$ cat src/design/ttcu_map.vh
`ifndef TTCU_MAP_VH
`define TTCU_MAP_VH
`define TTCU_A_TCTL   8'h88
`define TTCU_A_TMODE  8'h89
`define TTCU_A_T0LO   8'h8a
`define TTCU_A_T1LO   8'h8b
`define TTCU_A_T0HI   8'h8c
`define TTCU_A_T1HI   8'h8d
`define TTCU_A_TWOCTL 8'hc8
`define TTCU_A_TWOMOD 8'hc9
`define TTCU_A_CAPLO  8'hca
`define TTCU_A_CAPHI  8'hcb
`define TTCU_A_TWOLO  8'hcc
`define TTCU_A_TWOHI  8'hcd
`define TTCU_B_OVF1   7
`define TTCU_B_RUN1   6
`define TTCU_B_OVF0   5
`define TTCU_B_RUN0   4
`define TTCU_B_XF1    3
`define TTCU_B_XT1    2
`define TTCU_B_XF0    1
`define TTCU_B_XT0    0
`define TTCU_B_TF2    7
`define TTCU_B_TIMER_TWO_EXTERNAL_FLAG   6
`define TTCU_B_RXSEL  5
`define TTCU_B_TXSEL  4
`define TTCU_B_TRGEN  3
`define TTCU_B_RUN2   2
`define TTCU_B_CSEL2  1
`define TTCU_B_CPRL   0
`define TTCU_B_OE     1
`define TTCU_B_DOWN_COUNT_ENABLE   0
`define TTCU_RST      8'h00
`define TTCU_MC_DIV   6
`endif

$ cat src/design/ttcu_top.v
`timescale 1ns/10ps
`include "ttcu_map.vh"
module ttcu_top #(
   parameter MC_DIV = `TTCU_MC_DIV
)(
   input  wire       MCLK,
   input  wire       RSTN,
   input  wire [7:0] ADDR,
   input  wire [7:0] WDATA,
   input  wire       WR,
   input  wire       RD,
   output reg  [7:0] RDATA,
   input  wire       T0_COUNT_PIN,
   input  wire       T1_COUNT_PIN,
   input  wire       EXT_INTERRUPT_PIN_ZERO_N,
   input  wire       EXT_INTERRUPT_PIN_ONE_N,
   input  wire       TIMER_TWO_COUNT_PIN,
   input  wire       TIMER_TWO_TRIGGER_PIN,
   input  wire       ACK_T0,
   input  wire       ACK_T1,
   input  wire       ACK_X0,
   input  wire       ACK_X1,
   output wire       IRQ_T0,
   output wire       IRQ_T1,
   output wire       IRQ_X0,
   output wire       IRQ_X1,
   output reg        IRQ_T2,
   output reg        RX_BAUD_TICK,
   output reg        TX_BAUD_TICK,
   output reg        TIMER_TWO_CLK_OUT,
   output reg        TIMER_TWO_CLK_OE_N
);
   localparam [31:0] MC_SPAN = MC_DIV - 1;
   localparam [7:0]  MC_LAST = MC_SPAN[7:0];

   // Address match for the register strobes
   function hit;
      input [7:0] a;
      input [7:0] r;
   begin
      hit = (a == r);
   end
   endfunction

   function [16:0] tstep;
      input [1:0] m;
      input [7:0] hi;
      input [7:0] lo;
      input       en;
      reg [16:0] s;
      reg [13:0] w13;
      reg [16:0] w17;
      reg [8:0]  w9;
   begin
      s   = {1'b0, hi, lo};
      w13 = {1'b0, hi, lo[4:0]} + 14'h1;
      w17 = {1'b0, hi, lo} + 17'h1;
      w9  = {1'b0, lo} + 9'h1;
      if (en)
      begin
         case (m)
            2'd0:    s = {w13[13], w13[12:5], lo[7:5], w13[4:0]};
            2'd1:    s = w17;
            2'd2:    s = (lo == 8'hff) ? {1'b1, hi, hi} : {1'b0, hi, w9[7:0]};
            default: s = {w9[8], hi, w9[7:0]};
         endcase
      end
      tstep = s;
   end
   endfunction

   reg  [5:0]  pin_m_q;
   reg  [5:0]  pin_s_q;
   reg  [5:0]  samp_q;
   reg  [7:0]  mc_q;
   reg  [7:0]  tctl_q;
   reg  [7:0]  tmode_q;
   reg  [7:0]  t0lo_q;
   reg  [7:0]  t0hi_q;
   reg  [7:0]  t1lo_q;
   reg  [7:0]  t1hi_q;
   reg  [7:0]  t2ctl_q;
   reg  [1:0]  timer_two_mode_ctrl_q;
   reg  [15:0] cnt_q;
   reg  [15:0] cap_q;
   reg  [15:0] cnt_d;
   reg  [15:0] cap_d;
   reg         ovf2;
   reg  [7:0]  tctl_d;
   reg  [7:0]  t2ctl_d;
   reg  [7:0]  rd_mux;

   wire        mc_tick = (mc_q == MC_LAST);
   // Pins are sampled once per machine cycle; a level must last one cycle to be seen
   wire [5:0]  fall = {6{mc_tick}} & samp_q & ~pin_s_q;

   wire        wr_tctl  = WR & hit(ADDR, `TTCU_A_TCTL);
   wire        wr_tmode = WR & hit(ADDR, `TTCU_A_TMODE);
   wire        wr_t0lo  = WR & hit(ADDR, `TTCU_A_T0LO);
   wire        wr_t0hi  = WR & hit(ADDR, `TTCU_A_T0HI);
   wire        wr_t1lo  = WR & hit(ADDR, `TTCU_A_T1LO);
   wire        wr_t1hi  = WR & hit(ADDR, `TTCU_A_T1HI);
   wire        wr_t2ctl = WR & hit(ADDR, `TTCU_A_TWOCTL);
   wire        wr_timer_two_mode_ctrl = WR & hit(ADDR, `TTCU_A_TWOMOD);
   wire        wr_caplo = WR & hit(ADDR, `TTCU_A_CAPLO);
   wire        wr_caphi = WR & hit(ADDR, `TTCU_A_CAPHI);
   wire        wr_twolo = WR & hit(ADDR, `TTCU_A_TWOLO);
   wire        wr_twohi = WR & hit(ADDR, `TTCU_A_TWOHI);

   wire        run0  = tctl_q[`TTCU_B_RUN0];
   wire        run1  = tctl_q[`TTCU_B_RUN1];
   wire [1:0]  m0    = tmode_q[1:0];
   wire [1:0]  m1    = tmode_q[5:4];
   wire        ct0   = tmode_q[2];
   wire        ct1   = tmode_q[6];
   wire        gate0 = tmode_q[3];
   wire        gate1 = tmode_q[7];
   wire        split = (m0 == 2'd3);

   wire        en0 = run0 & (~gate0 | pin_s_q[2]) & (ct0 ? fall[0] : mc_tick);
   wire        en1 = run1 & (~gate1 | pin_s_q[3]) & (ct1 ? fall[1] : mc_tick)
                   & (m1 != 2'd3);
   wire [16:0] r0  = tstep(m0, t0hi_q, t0lo_q, en0);
   wire [16:0] r1  = tstep(m1, t1hi_q, t1lo_q, en1);
   // Split mode: high byte of timer 0 borrows timer 1's run bit and flag
   wire        en0h = split & run1 & mc_tick;
   wire [8:0]  h0   = {1'b0, t0hi_q} + 9'h1;
   wire        set_tf0 = r0[16];
   wire        set_tf1 = split ? (en0h & h0[8]) : r1[16];
   // Level mode re-arms while the pin stays low, so the flag keeps coming back
   wire        set_x0 = tctl_q[`TTCU_B_XT0] ? fall[2] : ~pin_s_q[2];
   wire        set_x1 = tctl_q[`TTCU_B_XT1] ? fall[3] : ~pin_s_q[3];

   wire        baud   = t2ctl_q[`TTCU_B_RXSEL] | t2ctl_q[`TTCU_B_TXSEL];
   wire        cprl   = t2ctl_q[`TTCU_B_CPRL] & ~baud;
   wire        clko   = timer_two_mode_ctrl_q[`TTCU_B_OE] & ~baud & ~t2ctl_q[`TTCU_B_CPRL];
   wire        updown = timer_two_mode_ctrl_q[`TTCU_B_DOWN_COUNT_ENABLE] & ~baud & ~cprl & ~clko;
   wire        run2   = t2ctl_q[`TTCU_B_RUN2];
   wire        fast   = baud | clko;
   wire        en2    = run2 & (t2ctl_q[`TTCU_B_CSEL2] ? fall[4] : (fast | mc_tick));
   wire        ex_ev  = t2ctl_q[`TTCU_B_TRGEN] & fall[5];

   always @*
   begin
      cnt_d = cnt_q;
      cap_d = cap_q;
      ovf2  = 1'b0;
      if (en2)
      begin
         if (updown & ~pin_s_q[5])
         begin
            if (cnt_q == cap_q)
            begin
               cnt_d = 16'hffff;
               ovf2  = 1'b1;
            end
            else
               cnt_d = cnt_q - 16'h1;
         end
         else if (cnt_q == 16'hffff)
         begin
            ovf2  = 1'b1;
            cnt_d = cprl ? 16'h0000 : cap_q;
         end
         else
            cnt_d = cnt_q + 16'h1;
      end
      // Baud use blocks the trigger reload; direction pin is not a trigger
      if (ex_ev & ~updown & ~baud & ~clko)
      begin
         if (cprl)
            cap_d = cnt_q;
         else
            cnt_d = cap_q;
      end
      if (wr_twolo)
         cnt_d[7:0] = WDATA;
      if (wr_twohi)
         cnt_d[15:8] = WDATA;
      if (wr_caplo)
         cap_d[7:0] = WDATA;
      if (wr_caphi)
         cap_d[15:8] = WDATA;
   end

   always @*
   begin
      // Hardware sets win over software or acknowledge clears in the same cycle
      tctl_d = wr_tctl ? WDATA : tctl_q;
      tctl_d[`TTCU_B_OVF0] = (wr_tctl ? WDATA[`TTCU_B_OVF0] : (tctl_q[`TTCU_B_OVF0] & ~ACK_T0))
                           | set_tf0;
      tctl_d[`TTCU_B_OVF1] = (wr_tctl ? WDATA[`TTCU_B_OVF1] : (tctl_q[`TTCU_B_OVF1] & ~ACK_T1))
                           | set_tf1;
      tctl_d[`TTCU_B_XF0]  = (wr_tctl ? WDATA[`TTCU_B_XF0] : (tctl_q[`TTCU_B_XF0] & ~ACK_X0))
                           | set_x0;
      tctl_d[`TTCU_B_XF1]  = (wr_tctl ? WDATA[`TTCU_B_XF1] : (tctl_q[`TTCU_B_XF1] & ~ACK_X1))
                           | set_x1;
      t2ctl_d = wr_t2ctl ? WDATA : t2ctl_q;
      t2ctl_d[`TTCU_B_TF2]  = t2ctl_d[`TTCU_B_TF2] | (ovf2 & ~fast);
      t2ctl_d[`TTCU_B_TIMER_TWO_EXTERNAL_FLAG] = t2ctl_d[`TTCU_B_TIMER_TWO_EXTERNAL_FLAG]
                            | (ex_ev & ~updown & ~clko)
                            | (ovf2 & updown & ~t2ctl_q[`TTCU_B_TIMER_TWO_EXTERNAL_FLAG]);
      if (ovf2 & updown & t2ctl_q[`TTCU_B_TIMER_TWO_EXTERNAL_FLAG] & ~wr_t2ctl)
         t2ctl_d[`TTCU_B_TIMER_TWO_EXTERNAL_FLAG] = 1'b0;
   end

   always @*
   begin
      case (ADDR)
         `TTCU_A_TCTL:   rd_mux = tctl_q;
         `TTCU_A_TMODE:  rd_mux = tmode_q;
         `TTCU_A_T0LO:   rd_mux = t0lo_q;
         `TTCU_A_T0HI:   rd_mux = t0hi_q;
         `TTCU_A_T1LO:   rd_mux = t1lo_q;
         `TTCU_A_T1HI:   rd_mux = t1hi_q;
         `TTCU_A_TWOCTL: rd_mux = t2ctl_q;
         `TTCU_A_TWOMOD: rd_mux = {6'h00, timer_two_mode_ctrl_q};
         `TTCU_A_CAPLO:  rd_mux = cap_q[7:0];
         `TTCU_A_CAPHI:  rd_mux = cap_q[15:8];
         `TTCU_A_TWOLO:  rd_mux = cnt_q[7:0];
         `TTCU_A_TWOHI:  rd_mux = cnt_q[15:8];
         default:        rd_mux = 8'h00;
      endcase
   end

   assign IRQ_T0 = tctl_q[`TTCU_B_OVF0];
   assign IRQ_T1 = tctl_q[`TTCU_B_OVF1];
   assign IRQ_X0 = tctl_q[`TTCU_B_XF0];
   assign IRQ_X1 = tctl_q[`TTCU_B_XF1];

   // Two flops on every pin before any logic looks at it; idle level is high
   always @(posedge MCLK or negedge RSTN)
   begin
      if (!RSTN)
      begin
         pin_m_q <= 6'h3f;
         pin_s_q <= 6'h3f;
         samp_q  <= 6'h3f;
      end
      else
      begin
         pin_m_q <= {TIMER_TWO_TRIGGER_PIN, TIMER_TWO_COUNT_PIN, EXT_INTERRUPT_PIN_ONE_N,
                     EXT_INTERRUPT_PIN_ZERO_N, T1_COUNT_PIN, T0_COUNT_PIN};
         pin_s_q <= pin_m_q;
         // One sample per machine cycle, so a pin edge costs up to two cycles
         if (mc_tick)
            samp_q <= pin_s_q;
      end
   end

   // Machine-cycle divider; every timer step waits for its last count, except timer 2 on the internal clock in baud or clock-out mode
   always @(posedge MCLK or negedge RSTN)
   begin
      if (!RSTN)
         mc_q <= 8'h00;
      else if (mc_tick)
         mc_q <= 8'h00;
      else
         mc_q <= mc_q + 8'h01;
   end

   // Control and mode registers
   always @(posedge MCLK or negedge RSTN)
   begin
      if (!RSTN)
      begin
         tctl_q  <= `TTCU_RST;
         tmode_q <= `TTCU_RST;
         t2ctl_q <= `TTCU_RST;
         timer_two_mode_ctrl_q <= 2'h0;
      end
      else
      begin
         tctl_q  <= tctl_d;
         t2ctl_q <= t2ctl_d;
         if (wr_tmode)
            tmode_q <= WDATA;
         // Reserved mode bits are not stored, so they always read back as zero
         if (wr_timer_two_mode_ctrl)
            timer_two_mode_ctrl_q <= WDATA[1:0];
      end
   end

   // Timer 0; a software write beats a count in the same cycle
   always @(posedge MCLK or negedge RSTN)
   begin
      if (!RSTN)
      begin
         t0lo_q <= `TTCU_RST;
         t0hi_q <= `TTCU_RST;
      end
      else
      begin
         if (wr_t0lo)
            t0lo_q <= WDATA;
         else
            t0lo_q <= r0[7:0];
         // In split mode the high byte holds between its own machine-cycle steps
         if (wr_t0hi)
            t0hi_q <= WDATA;
         else if (en0h)
            t0hi_q <= h0[7:0];
         else if (!split)
            t0hi_q <= r0[15:8];
      end
   end

   // Timer 1; its own mode 3 holds it through the step function
   always @(posedge MCLK or negedge RSTN)
   begin
      if (!RSTN)
      begin
         t1lo_q <= `TTCU_RST;
         t1hi_q <= `TTCU_RST;
      end
      else
      begin
         if (wr_t1lo)
            t1lo_q <= WDATA;
         else
            t1lo_q <= r1[7:0];
         if (wr_t1hi)
            t1hi_q <= WDATA;
         else
            t1hi_q <= r1[15:8];
      end
   end

   // Timer 2 count and capture/reload registers
   always @(posedge MCLK or negedge RSTN)
   begin
      if (!RSTN)
      begin
         cnt_q <= 16'h0000;
         cap_q <= 16'h0000;
      end
      else
      begin
         cnt_q <= cnt_d;
         cap_q <= cap_d;
      end
   end

   // Read data stand for one cycle after each cycle with RD high and are zero otherwise
   always @(posedge MCLK or negedge RSTN)
   begin
      if (!RSTN)
         RDATA <= 8'h00;
      else if (RD)
         RDATA <= rd_mux;
      else
         RDATA <= 8'h00;
   end

   // Timer 2 request, baud ticks and the clock-out pin
   always @(posedge MCLK or negedge RSTN)
   begin
      if (!RSTN)
      begin
         IRQ_T2             <= 1'b0;
         RX_BAUD_TICK       <= 1'b0;
         TX_BAUD_TICK       <= 1'b0;
         TIMER_TWO_CLK_OUT  <= 1'b0;
         TIMER_TWO_CLK_OE_N <= 1'b1;
      end
      else
      begin
         IRQ_T2 <= t2ctl_d[`TTCU_B_TF2] | t2ctl_d[`TTCU_B_TIMER_TWO_EXTERNAL_FLAG];
         // A tick lasts one cycle; the serial side divides it further
         RX_BAUD_TICK <= t2ctl_q[`TTCU_B_RXSEL] ? ovf2 : r1[16];
         TX_BAUD_TICK <= t2ctl_q[`TTCU_B_TXSEL] ? ovf2 : r1[16];
         if (clko & ovf2)
            TIMER_TWO_CLK_OUT <= ~TIMER_TWO_CLK_OUT;
         TIMER_TWO_CLK_OE_N <= ~(clko & run2);
      end
   end
endmodule

$ cat config.mk
export PLATFORM = sky130hd
export DESIGN_NAME = ttcu_top
export DESIGN_NICKNAME = d
export VERILOG_FILES = /design/src/design/ttcu_top.v
export VERILOG_INCLUDE_DIRS = /design/src /design/src/design
export SDC_FILE = /design/constraint.sdc
export NUM_CORES = 1
export LEC_CHECK = 0
export BUFFER_PORTS_ARGS = -buffer_cell sky130_fd_sc_hd__buf_2
export CAP_MARGIN = 20
export CELL_PAD_IN_SITES_DETAIL_PLACEMENT = 1
export CELL_PAD_IN_SITES_GLOBAL_PLACEMENT = 2
export CORE_MARGIN = 4
export CORE_UTILIZATION = 41
export CTS_CLUSTER_SIZE = 14
export DETAILED_ROUTE_END_ITERATION = 10
export GPL_TIMING_DRIVEN = 1
export PLACE_DENSITY_LB_ADDON = 0.3
export SLEW_MARGIN = 20
export SYNTH_ARGS = -nofsm -noshare
export SYNTH_HDL_FRONTEND = slang
export SYNTH_SLANG_ARGS = --single-unit
export TNS_END_PERCENT = 30
$ cat constraint.sdc
create_clock -name MCLK -period 4.45 [get_ports MCLK]
set_input_delay 0.2225 -clock MCLK [delete_from_list [all_inputs] [get_ports MCLK]]
set_output_delay 0.2225 -clock MCLK [all_outputs]
set_load 0.05 [all_outputs]
**Word level (Yosys, flattened, before mapping)**

Index checks and enable logic that the tools add are counted.

- $add $sub $neg: 10
- $mul: 0
- Div/mod/pow operators: 0
- Magnitude comparators: 0
- Eq/ne operators: 28
- Shifts and indexed selects: 0
- Multiplexer cells: 46
- Bitwise gates (word level): 79
- Reductions and logical operators: 18

Operators with widths:

| cell | number |
|---|---|
| $mux 16 | 9 |
| $eq 8x8->1 const B | 14 |
| $mux 8 | 13 |
| $pmux 17 s3 | 2 |
| $pmux 8 s12 | 1 |
| $mux 17 | 4 |
| $and 1x1->1 | 44 |
| $add 16x1->17 const B | 2 |
| $add 13x1->14 const B | 2 |
| $add 8x1->9 const B | 3 |
| $not 1->1 | 19 |
| $mux 1 | 17 |
| $add 16x1->16 const B | 1 |
| $eq 16x16->1 | 1 |
| $eq 16x16->1 const B | 1 |
| $sub 16x1->16 const B | 1 |
| $reduce_bool 2->1 | 7 |
| $or 1x1->1 | 13 |
| $and 6x6->6 | 2 |
| $add 8x1->8 const B | 1 |
| $eq 8x3->1 const B | 1 |
| $ne 2x2->1 const B | 4 |
| $reduce_and 2->1 | 4 |
| $eq 2x2->1 const B | 3 |
| 9 further kinds | 12 |

- Bits in registers: 129
- Bits in latches: 0
- RAM bits: 0
- ROM bits: 0
- Bits of input ports: 30
- Logic and storage cells: 206
- Memories kept: 0

**Depth between registers and ports, before layout**

Gate-level depths: netlist of the first run.

- Depth in word-level cells: 14
- Gate-level depth with buffers: 11
- Depth with buffers taken out: 9

**Worst setup path after synthesis of the first run**

OpenSTA, ideal clock, no wires.

- Kind: register -> register
- Start point: register cnt_q[0]
- End point: register cnt_q[13]
- Library setup time: 126 ps
- Arrival time: 2,046 ps
- Data required time: 4,324 ps
- Slack: 2,278 ps
- Cell stages (with the launch flop): 9
- Path through: dfrtp_1 > ha_1 > nand3_1 > nor4_2 > and3_1 > buf_4 > nor2_1 > a311o_1 > a221o_1

- Longest elaborated chain between the ends: 7

RTL lines:

| what | line | RTL |
|---|---|---|
| from (decl) | ttcu_top.v:84 | `reg [15:0] cnt_q;` |
| from (signal assigned) | ttcu_top.v:339 | `cnt_q <= cnt_d;` |
| $add 16x1->16, or another cell as far along | ttcu_top.v:166 | `cnt_d = cnt_q + 16'h1;` |
| $mux 16 (on tied branches) | ttcu_top.v:160, ttcu_top.v:152 |  |
| $mux 16 * | ttcu_top.v:150 | `if (updown & ~pin_s_q[5])` |
| $mux 16 * | ttcu_top.v:148 | `if (en2)` |
| $mux 16 | ttcu_top.v:171 | `if (cprl)` |
| $mux 16 * | ttcu_top.v:169 | `if (ex_ev & ~updown & ~baud & ~clko)` |
| $mux 8 * | ttcu_top.v:178 | `if (wr_twohi)` |
| named net cnt_d[13] | ttcu_top.v:86 | `reg [15:0] cnt_d;` |

The timed path passes the listed nets; every way through them passes the cells marked *.
A chain may end at the register's enable or synchronous reset.

**Final worst setup path of the first run**

Same ends and word-level chain as after synthesis.

==> results of run 1 <==
[worst min path at each step]
| stage | from | end | slack (ns) | cells past startpoint |
|---|---|---|---|---|
| after floorplan | RSTN | IRQ_T2 | -0.07 | 0 |
| after global placement | EXT_INTERRUPT_PIN_ONE_N | pin_m_q[3] | 0.33 | 1 |
| after detailed placement | EXT_INTERRUPT_PIN_ONE_N | pin_m_q[3] | 0.33 | 1 |
| after CTS | ACK_X0 | tctl_q[1] | 0.16 | 3 |
| after global routing | ACK_X0 | tctl_q[1] | 0.18 | 3 |
| final | ACK_X1 | tctl_q[3] | 0.17 | 3 |
[Yosys cell counts, types with 8 or more instances]
master    count
nand2_1     116
dfrtp_1     110
nor2_1       96
a21oi_1      68
o21ai_0      49
nand3_1      40
clkbuf_1     35
xor2_1       31
mux2i_1      27
xnor2_1      25
nor3_1       23
inv_1        22
buf_2        21
dfstp_2      19
mux2_2       17
a31oi_1      16
and3_1       16
and2_1       15
a221oi_1     13
a22oi_1      13
a22o_1       12
nand4_1      12
a311o_1      11
a222oi_1      9
nor4_1        8
o22ai_1       8
o31ai_1       8
[metrics by stage]
| stage | worst slack, ns | utilization | power [uW] | area, um^2 |
|---|---|---|---|---|
| global route | 1.15 | 0.471 | 4240 | 9230 |
| global placement | 1.52 | 0.436 | 2530 | 8540 |
| detailed placement | 1.43 | 0.436 | 2540 | 8540 |
| finish | 1.36 | 0.471 | 4030 | 9230 |
| CTS | 1.39 | 0.471 | 4030 | 9230 |
| floorplan | 2.28 | - | 2220 | 8190 |
[kinds of logic (layout without fill, tap and decap cells)]
group                      count (synthesis)  in the layout  synth area share
AOI/OAI and AO/OA                        255            255             0.210
xor gates and xnor gates                  56             56            0.0599
adders and majority gates                  7              7            0.0107
buffers and inverters                     86            116            0.0454
DFF                                      129            129             0.397
muxes                                     44             44            0.0564
and+or+nand+nor                          372            372             0.221
[worst max-delay path: stages (launching register included)]
cell	delay, ns
dfrtp_1	0.54
ha_1	0.25
nand3_1	0.20
nor4_2	0.44
and3_1	0.76
nor2_1	0.11
a311o_1	0.36
a221o_1	0.31
[placed cells by master, fill, tap and decap left out, types with 17 or more instances in the layout]
cell and count:
a21oi_1 68, buf_2 45, clkbuf_16 17, dfrtp_1 110, dfstp_2 19, inv_1 22
mux2_2 17, mux2i_1 27, nand2_1 116, nand3_1 40, nor2_1 96, nor3_1 23
o21ai_0 49, xnor2_1 25, xor2_1 31
[power groups by stage]
| stage | combinational, uW | sequential (uW) | clock (uW) |
|---|---|---|---|
| after floorplan | 754 | 1470 | 0 |
| after global placement | 767 | 1760 | 0 |
| after detailed placement | 774 | 1770 | 0 |
| after CTS | 786 | 1750 | 1490 |
| after global routing | 896 | 1780 | 1560 |
| final | 795 | 1760 | 1480 |
[layer usage]
metal / up-vias / track usage
met2: 320 / 0.436
li1: 3512 / -
met5: - / 0
met4: 0 / 0.0815
met1: 3895 / 0.400
met3: 48 / 0.0650
[cell type report]
class	count	area share
Clock inverter	15	0.0201
Clock buffer	17	0.0461
Timing Repair Buffer	61	0.0397
Inverter	23	0.00936
Sequential cell	129	0.353
Multi-Input combinational cell	734	0.496
Tap cell	265	0.0359
[what timing repair did]
item                                   in CTS  in global routing
endpoints found under the hold margin      94                  0
hold buffers                                7                  0
resized for setup                           0                  0
==> results.md, run 1 <==
* Clock Skews at 0.0144 ns
* Sequential power share at 0.437
* Worst EP required at 4.77 ns
* First-pass GRT wire length at 47.8 mm
* Register area share after synthesis at 0.397
* Routed met1 length at 13.8 mm
* Antenna violations before repair at 0
* Fill cells at 2,338
* Cell-internal power at 2490 uW
* WL final at 30.8 mm
* Chip Width at 149 um
* Sequential cell area at 0.00325 mm^2
* Min Clock Period, post-route at 3.09 ns
* Avg Cell Area, Syn at 8.63 um^2
* Multi-input combinational cell area at 0.00458 mm^2
* Peak supply drop at 0.197 mV
* CTS buffer count at 17
* Initial core utilization at 0.418
* Max-Slew Margin vs Limit at 0.368
* Drt initial violations at 811
* Avg WL per Cell at 24.7 um
* Async SR Flop Fraction at 1.00
* Vias per cell at 6.25
* Fin cells at 1,244
* Port Buffers at 46
* Total core area at 0.0196 mm^2
* RD Place Congestion at 0.892
* Power Density at 437 mW/mm^2
* Synth area leader: dfrtp_1
* Worst r2r src: cnt_q[0]
* Remaining DRCs at 0
* Final setup viols at 0
* Worst endpoint data arrival time at 3.41 ns
* Biggest regs: cap_q x16, cnt_q x16
* Clock sinks at 129
* Detailed Place HPWL at 21.0 mm
* CP Capture Type: register
* IO Pins at 47
* Synth Flop Type: dfrtp_1
* Yosys warns at 0
* Max Cap Viol at 0
* H-tree levels at 4
* CP endpoint: cnt_q[13]
* Tcrit/Tclk final at 0.695
* Fmax at 323 MHz
* Post-CTS Setup Inserts at 0
* Clock Tree Root: clkbuf_16
* Clock power share at 0.366
* CP startpoint: cnt_q[0]
* Diode count at 0
* Nets at 1,003
* Clock latency on the worst-skew pair at 0.44 ns
* Tot GR Track Use at 0.283
* Total number of vias at 7,775
* Synth top area share at 0.336
* Synthesized flop and latch total at 129
* Routed length on met3 at 2.45 mm
* Largest net degree at the start of global routing at 95
* DR WL met2 at 13.9 mm
* CTS Buffer Depth at 2
* Core Rows at 51
* CP max FO at 21
* Layout area overhead at 12.6%
* Final hold violations at 0
* Drt first pass iters at 7
* Post-Synthesis Cells at 949
* Post-synth cell types at 70
* Layout cells sized above 1 at 0.143
* Psw at 1540 uW
* Highest metal used: met4
* Hold Crit Class: input pin to register
* Flop2flop setup slack at 1.36 ns
* Cell Area, Synth at 0.00819 mm^2
* Synth area leaders: dfrtp_1 34%, dfstp_2 6.1%, nand2_1 5.3%
* DIE AREA at 0.0223 mm^2
* EDFF count, synth at 0
* CTS tree: yes
* Combinational power share at 0.197
* CP Class: register to register
* Unrepaired setup endpoints after global routing: no
* Leak pwr at 0.00362 uW
* Worst r2r dst: cnt_q[13]
* Hold_ws at 0.173 ns
* Post-synth net total at 986
* Die Y at 149 um
* Setup TNS at 0 ns
* Remaining antenna violation count at 0
* Reg2reg path depth at 7
* Number of global-route vias before repair at 7,917
* Sw frac at 0.383
* Grt ovf at 0
* Worst setup SP type: register
* Status: finished clean
* Post-Place Cells at 1,205
* Slew Viols, Final at 0
* Clock-pin slew of the registers on the worst-case setup and hold paths at 0.07 ns
* Measured slew at the worst slew-check pin at 0.948 ns
Power figures use the tool's default switching activity.
==> run 2, diff against run 1 <==
--- a/config.mk
+++ b/config.mk
@@ -11,7 +11,7 @@
 export CELL_PAD_IN_SITES_DETAIL_PLACEMENT = 1
 export CELL_PAD_IN_SITES_GLOBAL_PLACEMENT = 2
 export CORE_MARGIN = 4
-export CORE_UTILIZATION = 41
+export CORE_UTILIZATION = 38
 export CTS_CLUSTER_SIZE = 14
 export DETAILED_ROUTE_END_ITERATION = 10
 export GPL_TIMING_DRIVEN = 1
==> constraint.sdc (replaced) <==
create_clock -name MCLK -period 3.2 [get_ports MCLK]
set_input_delay 0.16 -clock MCLK [delete_from_list [all_inputs] [get_ports MCLK]]
set_output_delay 0.16 -clock MCLK [all_outputs]
set_load 0.05 [all_outputs]
==> run 2 against run 1 <==
Net effect: final cell count rose by 2.9%; sequential power is 35% higher; power increased by 36%; sequential share of layout area fell by 0.60 points; via count rose by 1.3%; global-route usage is 2.0 points lower; design area grew 1.7%; utilization fell by 2.6 points; wire length is 1.8% higher; register-to-register slack lost 0.98 ns; critical path type unchanged.
==> results.md, run 2 (synthesis results as in run 1) <==
* Diode count at 0
* Most frequent cells in the layout: 116 x nand2_1, 110 x dfrtp_1, 96 x nor2_1
* DIE AREA at 0.0240 mm^2
* H-tree levels at 4
* Drt initial violations at 775
* Number of global-route vias before repair at 7,743
* Clock-pin slew of the registers on the worst-case setup and hold paths at 0.06 ns
* Clock Tree Root: clkbuf_16
* Worst path bufs/invs at 1
* Initial core utilization at 0.389
* WHS Endpoint: tctl_q[3]
* Tcrit/Tclk final at 0.882
* Worst r2r src: cnt_q[2]
* Post-CTS Setup Inserts at 0
* Min Clock Period, post-route at 2.82 ns
* Worst setup SP type: register
* Flop2flop setup slack at 0.38 ns
* Final worst slack at 0.378 ns
* Drt first pass iters at 7
* WL final at 31.3 mm
* Worst hold start: ACK_X1
* Chip Width at 155 um
* CTS buffer count at 17
* Pre-CTS setup slack at 0.416 ns
* Slew Viols, Final at 0
* Final setup viols at 0
* Peak supply drop at 0.350 mV
* Remaining DRCs at 0
* Biggest regs: cap_q x16, cnt_q x16
* Max Cap Viol at 0
* Most common cell after layout, fill and taps aside: nand2_1
* Final hold violations at 0
* CP Class: register to register
* Clock sinks at 129
* CP max FO at 12
* Core Rows at 53
* Grt ovf at 0
* Post-CTS sizing at 0
* Setup TNS at 0 ns
* Hold Crit Class: input pin to register
* Total number of vias at 7,874
* Hold bufs inserted after CTS at 7
* Power Density at 586 mW/mm^2
* Detailed Place HPWL at 22.1 mm
* Status: finished clean
* Measured slew at the worst slew-check pin at 0.841 ns
* Unrepaired setup endpoints after global routing: no
* Delay-heaviest family, CP: simple AND/OR/NAND/NOR gates
* Reg2reg path depth at 8
* Max-Slew Margin vs Limit at 0.437
* Worst EP required at 3.51 ns
* Critical-path top delay cell: dfrtp_1
* Total core area at 0.0211 mm^2
* Die Y at 155 um
* Clock Skews at 0.00831 ns
* Remaining antenna violation count at 0
* Clock latency on the worst-skew pair at 0.43 ns
* IO Pins at 47
* Vias per cell at 6.15
* Largest net degree at the start of global routing at 85
* RD Place Congestion at 0.854
* Layout area overhead at 14.5%
* Avg WL per Cell at 24.5 um
* CP Capture Type: register
* First-pass GRT wire length at 48.1 mm
* Tot GR Track Use at 0.263
* Fmax at 354 MHz
* Port Buffers at 46
* Leak pwr at 0.00372 uW
* Crit-path cells: nand3_1 > nor4_2 > and3_1 > buf_4 > nor2_1 > a311o_1 > a21oi_1 > o31ai_1
* Layout cells sized above 1 at 0.165
* CTS tree: yes
* Worst r2r dst: cnt_q[7]
* Worst endpoint data arrival time at 3.13 ns
* CTS Buffer Depth at 2
* Largest stage delay on the critical path at 0.62 ns
* Nets at 1,029
* Hold Path Depth at 3
* Antenna violations before repair at 0
## run 2: cell types whose count changed in the layout (fill, tap and decap cells not counted), sizes merged
cell and change:
clkinv +4, bufinv -1, buf +26, clkbuf +1, clkinvlp +4, inv -8
## run 2: per-layer routing
layer | global-route usage | wire length (um) | vias to the layer above
met4 | 0.0765 | 743 | 0
met5 | 0 | 0 | -
met3 | 0.0420 | 2050 | 57
li1 | - | - | 3555
met1 | 0.381 | 14400 | 3957
met2 | 0.406 | 14100 | 305
## run 2: worst register-to-register path, delay by kind of cell, from the launching register on
family                 cells  cell delay [ns]
and+or+nand+nor            4             1.27
AOI/OAI and AO/OA          3             0.55
buffers and inverters      1             0.27
DFF                        1             0.62
## run 2: how the worst max path moves through the flow
stage / start / to / slack [ns] / cells past startpoint
finish: cnt_q[2] / cnt_q[7] / 0.38 / 8
global route: cnt_q[2] / IRQ_T2 / 0.14 / 8
CTS: cnt_q[2] / cnt_q[7] / 0.42 / 8
detailed placement: cnt_q[2] / IRQ_T2 / 0.42 / 8
global placement: cnt_q[2] / IRQ_T2 / 0.53 / 8
floorplan: cnt_q[0] / cnt_q[13] / 1.03 / 8
## run 2: layout make-up
| cell class | instances | area (um^2) |
|---|---|---|
| clock buffers | 18 | 439 |
| clock inverters | 14 | 110 |
| fillers | 2536 | 11700 |
| inverters | 23 | 86.3 |
| multi-input cells | 734 | 4580 |
| flip-flops and latches | 129 | 3250 |
| well taps | 275 | 344 |
| repair buffers | 87 | 574 |
## run 2: power breakdown
group          internal (uW)  switching [uW]
logic                    547             735
clock network           1020             815
registers               1860             526
total                   3420            2080
## run 2: metrics by stage
step,hold WS (ns),area (um^2),power [uW],instances,utilization
after floorplan,-0.136,8190,3090,949,-
after global placement,0.265,8760,3630,1241,0.416
after detailed placement,0.266,8760,3640,1241,0.416
after CTS,0.0958,9380,5500,1280,0.445
after global routing,0.101,9380,5770,1280,0.445
final,0.108,9380,5500,1280,0.445
==> run 3, diff against run 2 <==
--- a/config.mk
+++ b/config.mk
@@ -6,16 +6,18 @@
 export SDC_FILE = /design/constraint.sdc
 export NUM_CORES = 1
 export LEC_CHECK = 0
+export ABC_AREA = 1
 export BUFFER_PORTS_ARGS = -buffer_cell sky130_fd_sc_hd__buf_2
 export CAP_MARGIN = 20
 export CELL_PAD_IN_SITES_DETAIL_PLACEMENT = 1
 export CELL_PAD_IN_SITES_GLOBAL_PLACEMENT = 2
 export CORE_MARGIN = 4
-export CORE_UTILIZATION = 38
+export CORE_UTILIZATION = 35
 export CTS_CLUSTER_SIZE = 14
 export DETAILED_ROUTE_END_ITERATION = 10
 export GPL_TIMING_DRIVEN = 1
 export PLACE_DENSITY_LB_ADDON = 0.3
+export RECOVER_POWER = 50
 export SLEW_MARGIN = 20
 export SYNTH_ARGS = -nofsm -noshare
 export SYNTH_HDL_FRONTEND = slang
==> run 3 against run 2 <==
Net effect: the flow now finishes with violations (capacitance limit, slew limit); first-iteration DRC count is 7.2% lower; final cell count is 40% higher; global-route usage rose by 0.25 points; utilization decreased by 4.5 points; sequential share of layout area fell by 3.4 points; wire length up 21%; flip-flop and latch count unchanged; die area increased by 21%; via count rose by 25%; combinational power grew 17%; synthesized cell count grew 46%; critical path type unchanged.
==> results.md, run 3 <==
* Port Buffers at 46
* Clock-pin slew of the registers on the worst-case setup and hold paths at 0.07 ns
* Total number of vias at 9,874
* Crit-path cells: inv_1 > ha_1 > nand3_1 > nor2_2 > nand3_1 > a211oi_1 > o211ai_1 > nand3_1
* Post-synth net total at 1,424
* Grt ovf at 0
* Setup TNS at 0 ns
* Die Y at 170 um
* Largest net degree at the start of global routing at 81
* Max Cap Viol at 1
* Post-synth cell types at 43
* Slew Viols, Final at 81
* Max-Slew Margin vs Limit at -0.480
* Reg2reg path depth at 8
* Number of global-route vias before repair at 9,974
* Chip Width at 170 um
* Fin cells at 1,787
* Avg WL per Cell at 21.2 um
* Combinational power share at 0.269
* Synthesized flop and latch total at 129
* Final setup viols at 0
* WHS Endpoint: RDATA[5]
* First-pass GRT wire length at 59.3 mm
* Status: finished, violations left
* Flop2flop setup slack at 0.54 ns
* Antenna violations before repair at 0
* Layout area overhead at 12.9%
* Clock power share at 0.349
* Worst setup SP type: register
* Most frequent cells in the layout: 379 x nand2_1, 191 x inv_1, 139 x nand3_1
* Hold Crit Class: input pin to register
* CP max FO at 11
* Post-Synthesis Cells at 1,387
* Synth Flop Type: dfrtp_1
* Vias per cell at 5.53
* Drt first pass iters at 5
* CTS tree: yes
* WL final at 37.9 mm
* Remaining DRCs at 0
* Nets at 1,476
* Layout cells sized above 1 at 0.0964
* CTS Buffer Depth at 2
* Final hold violations at 0
* Min Clock Period, post-route at 2.66 ns
* CP Capture Type: register
* Measured slew at the worst slew-check pin at 2.22 ns
* CTS buffer count at 17
* Yosys warns at 0
* Power Density at 534 mW/mm^2
* Most common cell after layout, fill and taps aside: nand2_1
* Most used cell, CP: nand3_1
* Tot GR Track Use at 0.265
* Fin area at 0.0104 mm^2
* Register area share after synthesis at 0.353
* Peak supply drop at 0.293 mV
* Clock Tree Root: clkbuf_16
* Post-CTS sizing at 0
* Synth cell count leaders: 379 x nand2_1, 191 x inv_1, 139 x nand3_1
* Worst r2r src: mc_q[1]
* CP Class: register to register
* Clock Skews at 0.0104 ns
* Critical-path top delay cell: a211oi_1
* Clock latency on the worst-skew pair at 0.44 ns
* Core Rows at 59
* Cell-internal power at 3330 uW
* Post-Place Cells at 1,748
* IO Pins at 47
* Largest stage delay on the critical path at 0.73 ns
* Worst endpoint data arrival time at 3.03 ns
* Detailed Place HPWL at 28.8 mm
* Hold Path Depth at 3
* Most common cell in the synthesized netlist: nand2_1
* H-tree levels at 4
* Sequential power share at 0.382
* Failing checks: capacitance limit, slew limit
* Psw at 2230 uW
* CP startpoint: mc_q[1]
* Fmax at 376 MHz
* Worst EP required at 3.57 ns
* Synth area leader: dfrtp_1
* Unrepaired setup endpoints after global routing: no
* Drt initial violations at 719
* Tcrit/Tclk final at 0.831
* Final worst slack at 0.542 ns
* Async SR Flop Fraction at 1.00
* Avg Cell Area, Syn at 6.65 um^2
* Remaining antenna violation count at 0
* Worst hold start: RD
* Synth top area share at 0.299
* Worst r2r dst: tctl_q[7]
* Cell Area, Synth at 0.00922 mm^2
* DIE AREA at 0.0290 mm^2
* Initial core utilization at 0.355
* RD Place Congestion at 0.919
* Leak pwr at 0.00482 uW
* Sw frac at 0.400
* Total core area at 0.0260 mm^2
* Area after DPL at 0.00981 mm^2
* Pre-CTS setup slack at 0.585 ns
* EDFF count, synth at 0
* Clock sinks at 129
* Biggest regs: cap_q x16, cnt_q x16
* Synth area leaders: dfrtp_1 30%, nand2_1 15%, inv_1 7.8%
* Diode count at 0
run 3: changes by cell type after synthesis, sizes merged, moves of 27 or more:
cell   before  now
o22ai       8   48
inv        22  197
o21ai      49  116
nor2       98  145
mux2i      27    0
nand2     117  384
nand3      40  143
run 3: what timing repair did:
action,4_1_cts,5_1_grt
buffers inserted,0,0
endpoints found under the hold margin,65,0
setup endpoints to repair,0,0
hold buffers,7,0
run 3: cell families (layout without fill, tap and decap cells):
| group | Yosys count | in the layout | share of synthesized area |
|---|---|---|---|
| simple gates | 724 | 724 | 0.343 |
| buf+inv | 237 | 302 | 0.103 |
| compound gates | 266 | 266 | 0.168 |
| fa+ha+maj | 7 | 7 | 0.00950 |
| flops | 129 | 129 | 0.353 |
| xor+xnor | 24 | 24 | 0.0228 |
run 3: worst max-delay path by stage:
stage                   endpoint  slack [ns]
finish                 tctl_q[7]        0.54
global placement       tctl_q[7]        0.60
floorplan               cnt_q[0]        1.36
global route           t1lo_q[1]        0.17
CTS                 RX_BAUD_TICK        0.53
detailed placement  RX_BAUD_TICK        0.58
run 3: area by class of cell:
class	count	area [um^2]
fill	3435	15600
multi-input combinational	1021	5000
sequential	129	3250
inverter	198	746
clock buffer	17	425
tap	335	419
timing repair buffer	72	414
clock inverter	15	144
run 3: worst max-delay path: cells and delay by family (launching register included):
family / cells / cell delay, ns
simple gates: 4 / 1.09
compound gates: 2 / 0.90
flops: 1 / 0.40
fa+ha+maj: 1 / 0.13
buf+inv: 1 / 0.06
run 3: per-layer routing:
metal  part of all wire  global-route usage  vias up  wire, um
li1                   -                   -     4684         -
met1               0.44               0.345     4893     16800
met2               0.49               0.447      238     18400
met3              0.042              0.0432       59      1600
met4              0.029              0.0948        0      1100
met5                  0                   0        -         0
run 3: metrics by stage:
stage	hold slack, ns	power [uW]	utilization
finish	0.0459	5560	0.400
global route	0.0526	5890	0.400
CTS	0.0365	5570	0.402
detailed placement	0.267	3620	0.378
global placement	0.266	3580	0.378
floorplan	-0.136	3090	-
run 3: power groups by stage:
| stage | combinational, uW | clock [uW] | sequential (uW) |
|---|---|---|---|
| 3_3_place_gp | 1440 | 0 | 2150 |
| 3_5_place_dp | 1480 | 0 | 2150 |
| 2_1_floorplan | 1110 | 0 | 1980 |
| 4_1_cts | 1490 | 1950 | 2120 |
| 6_report | 1500 | 1940 | 2120 |
| 5_1_grt | 1700 | 2030 | 2160 |
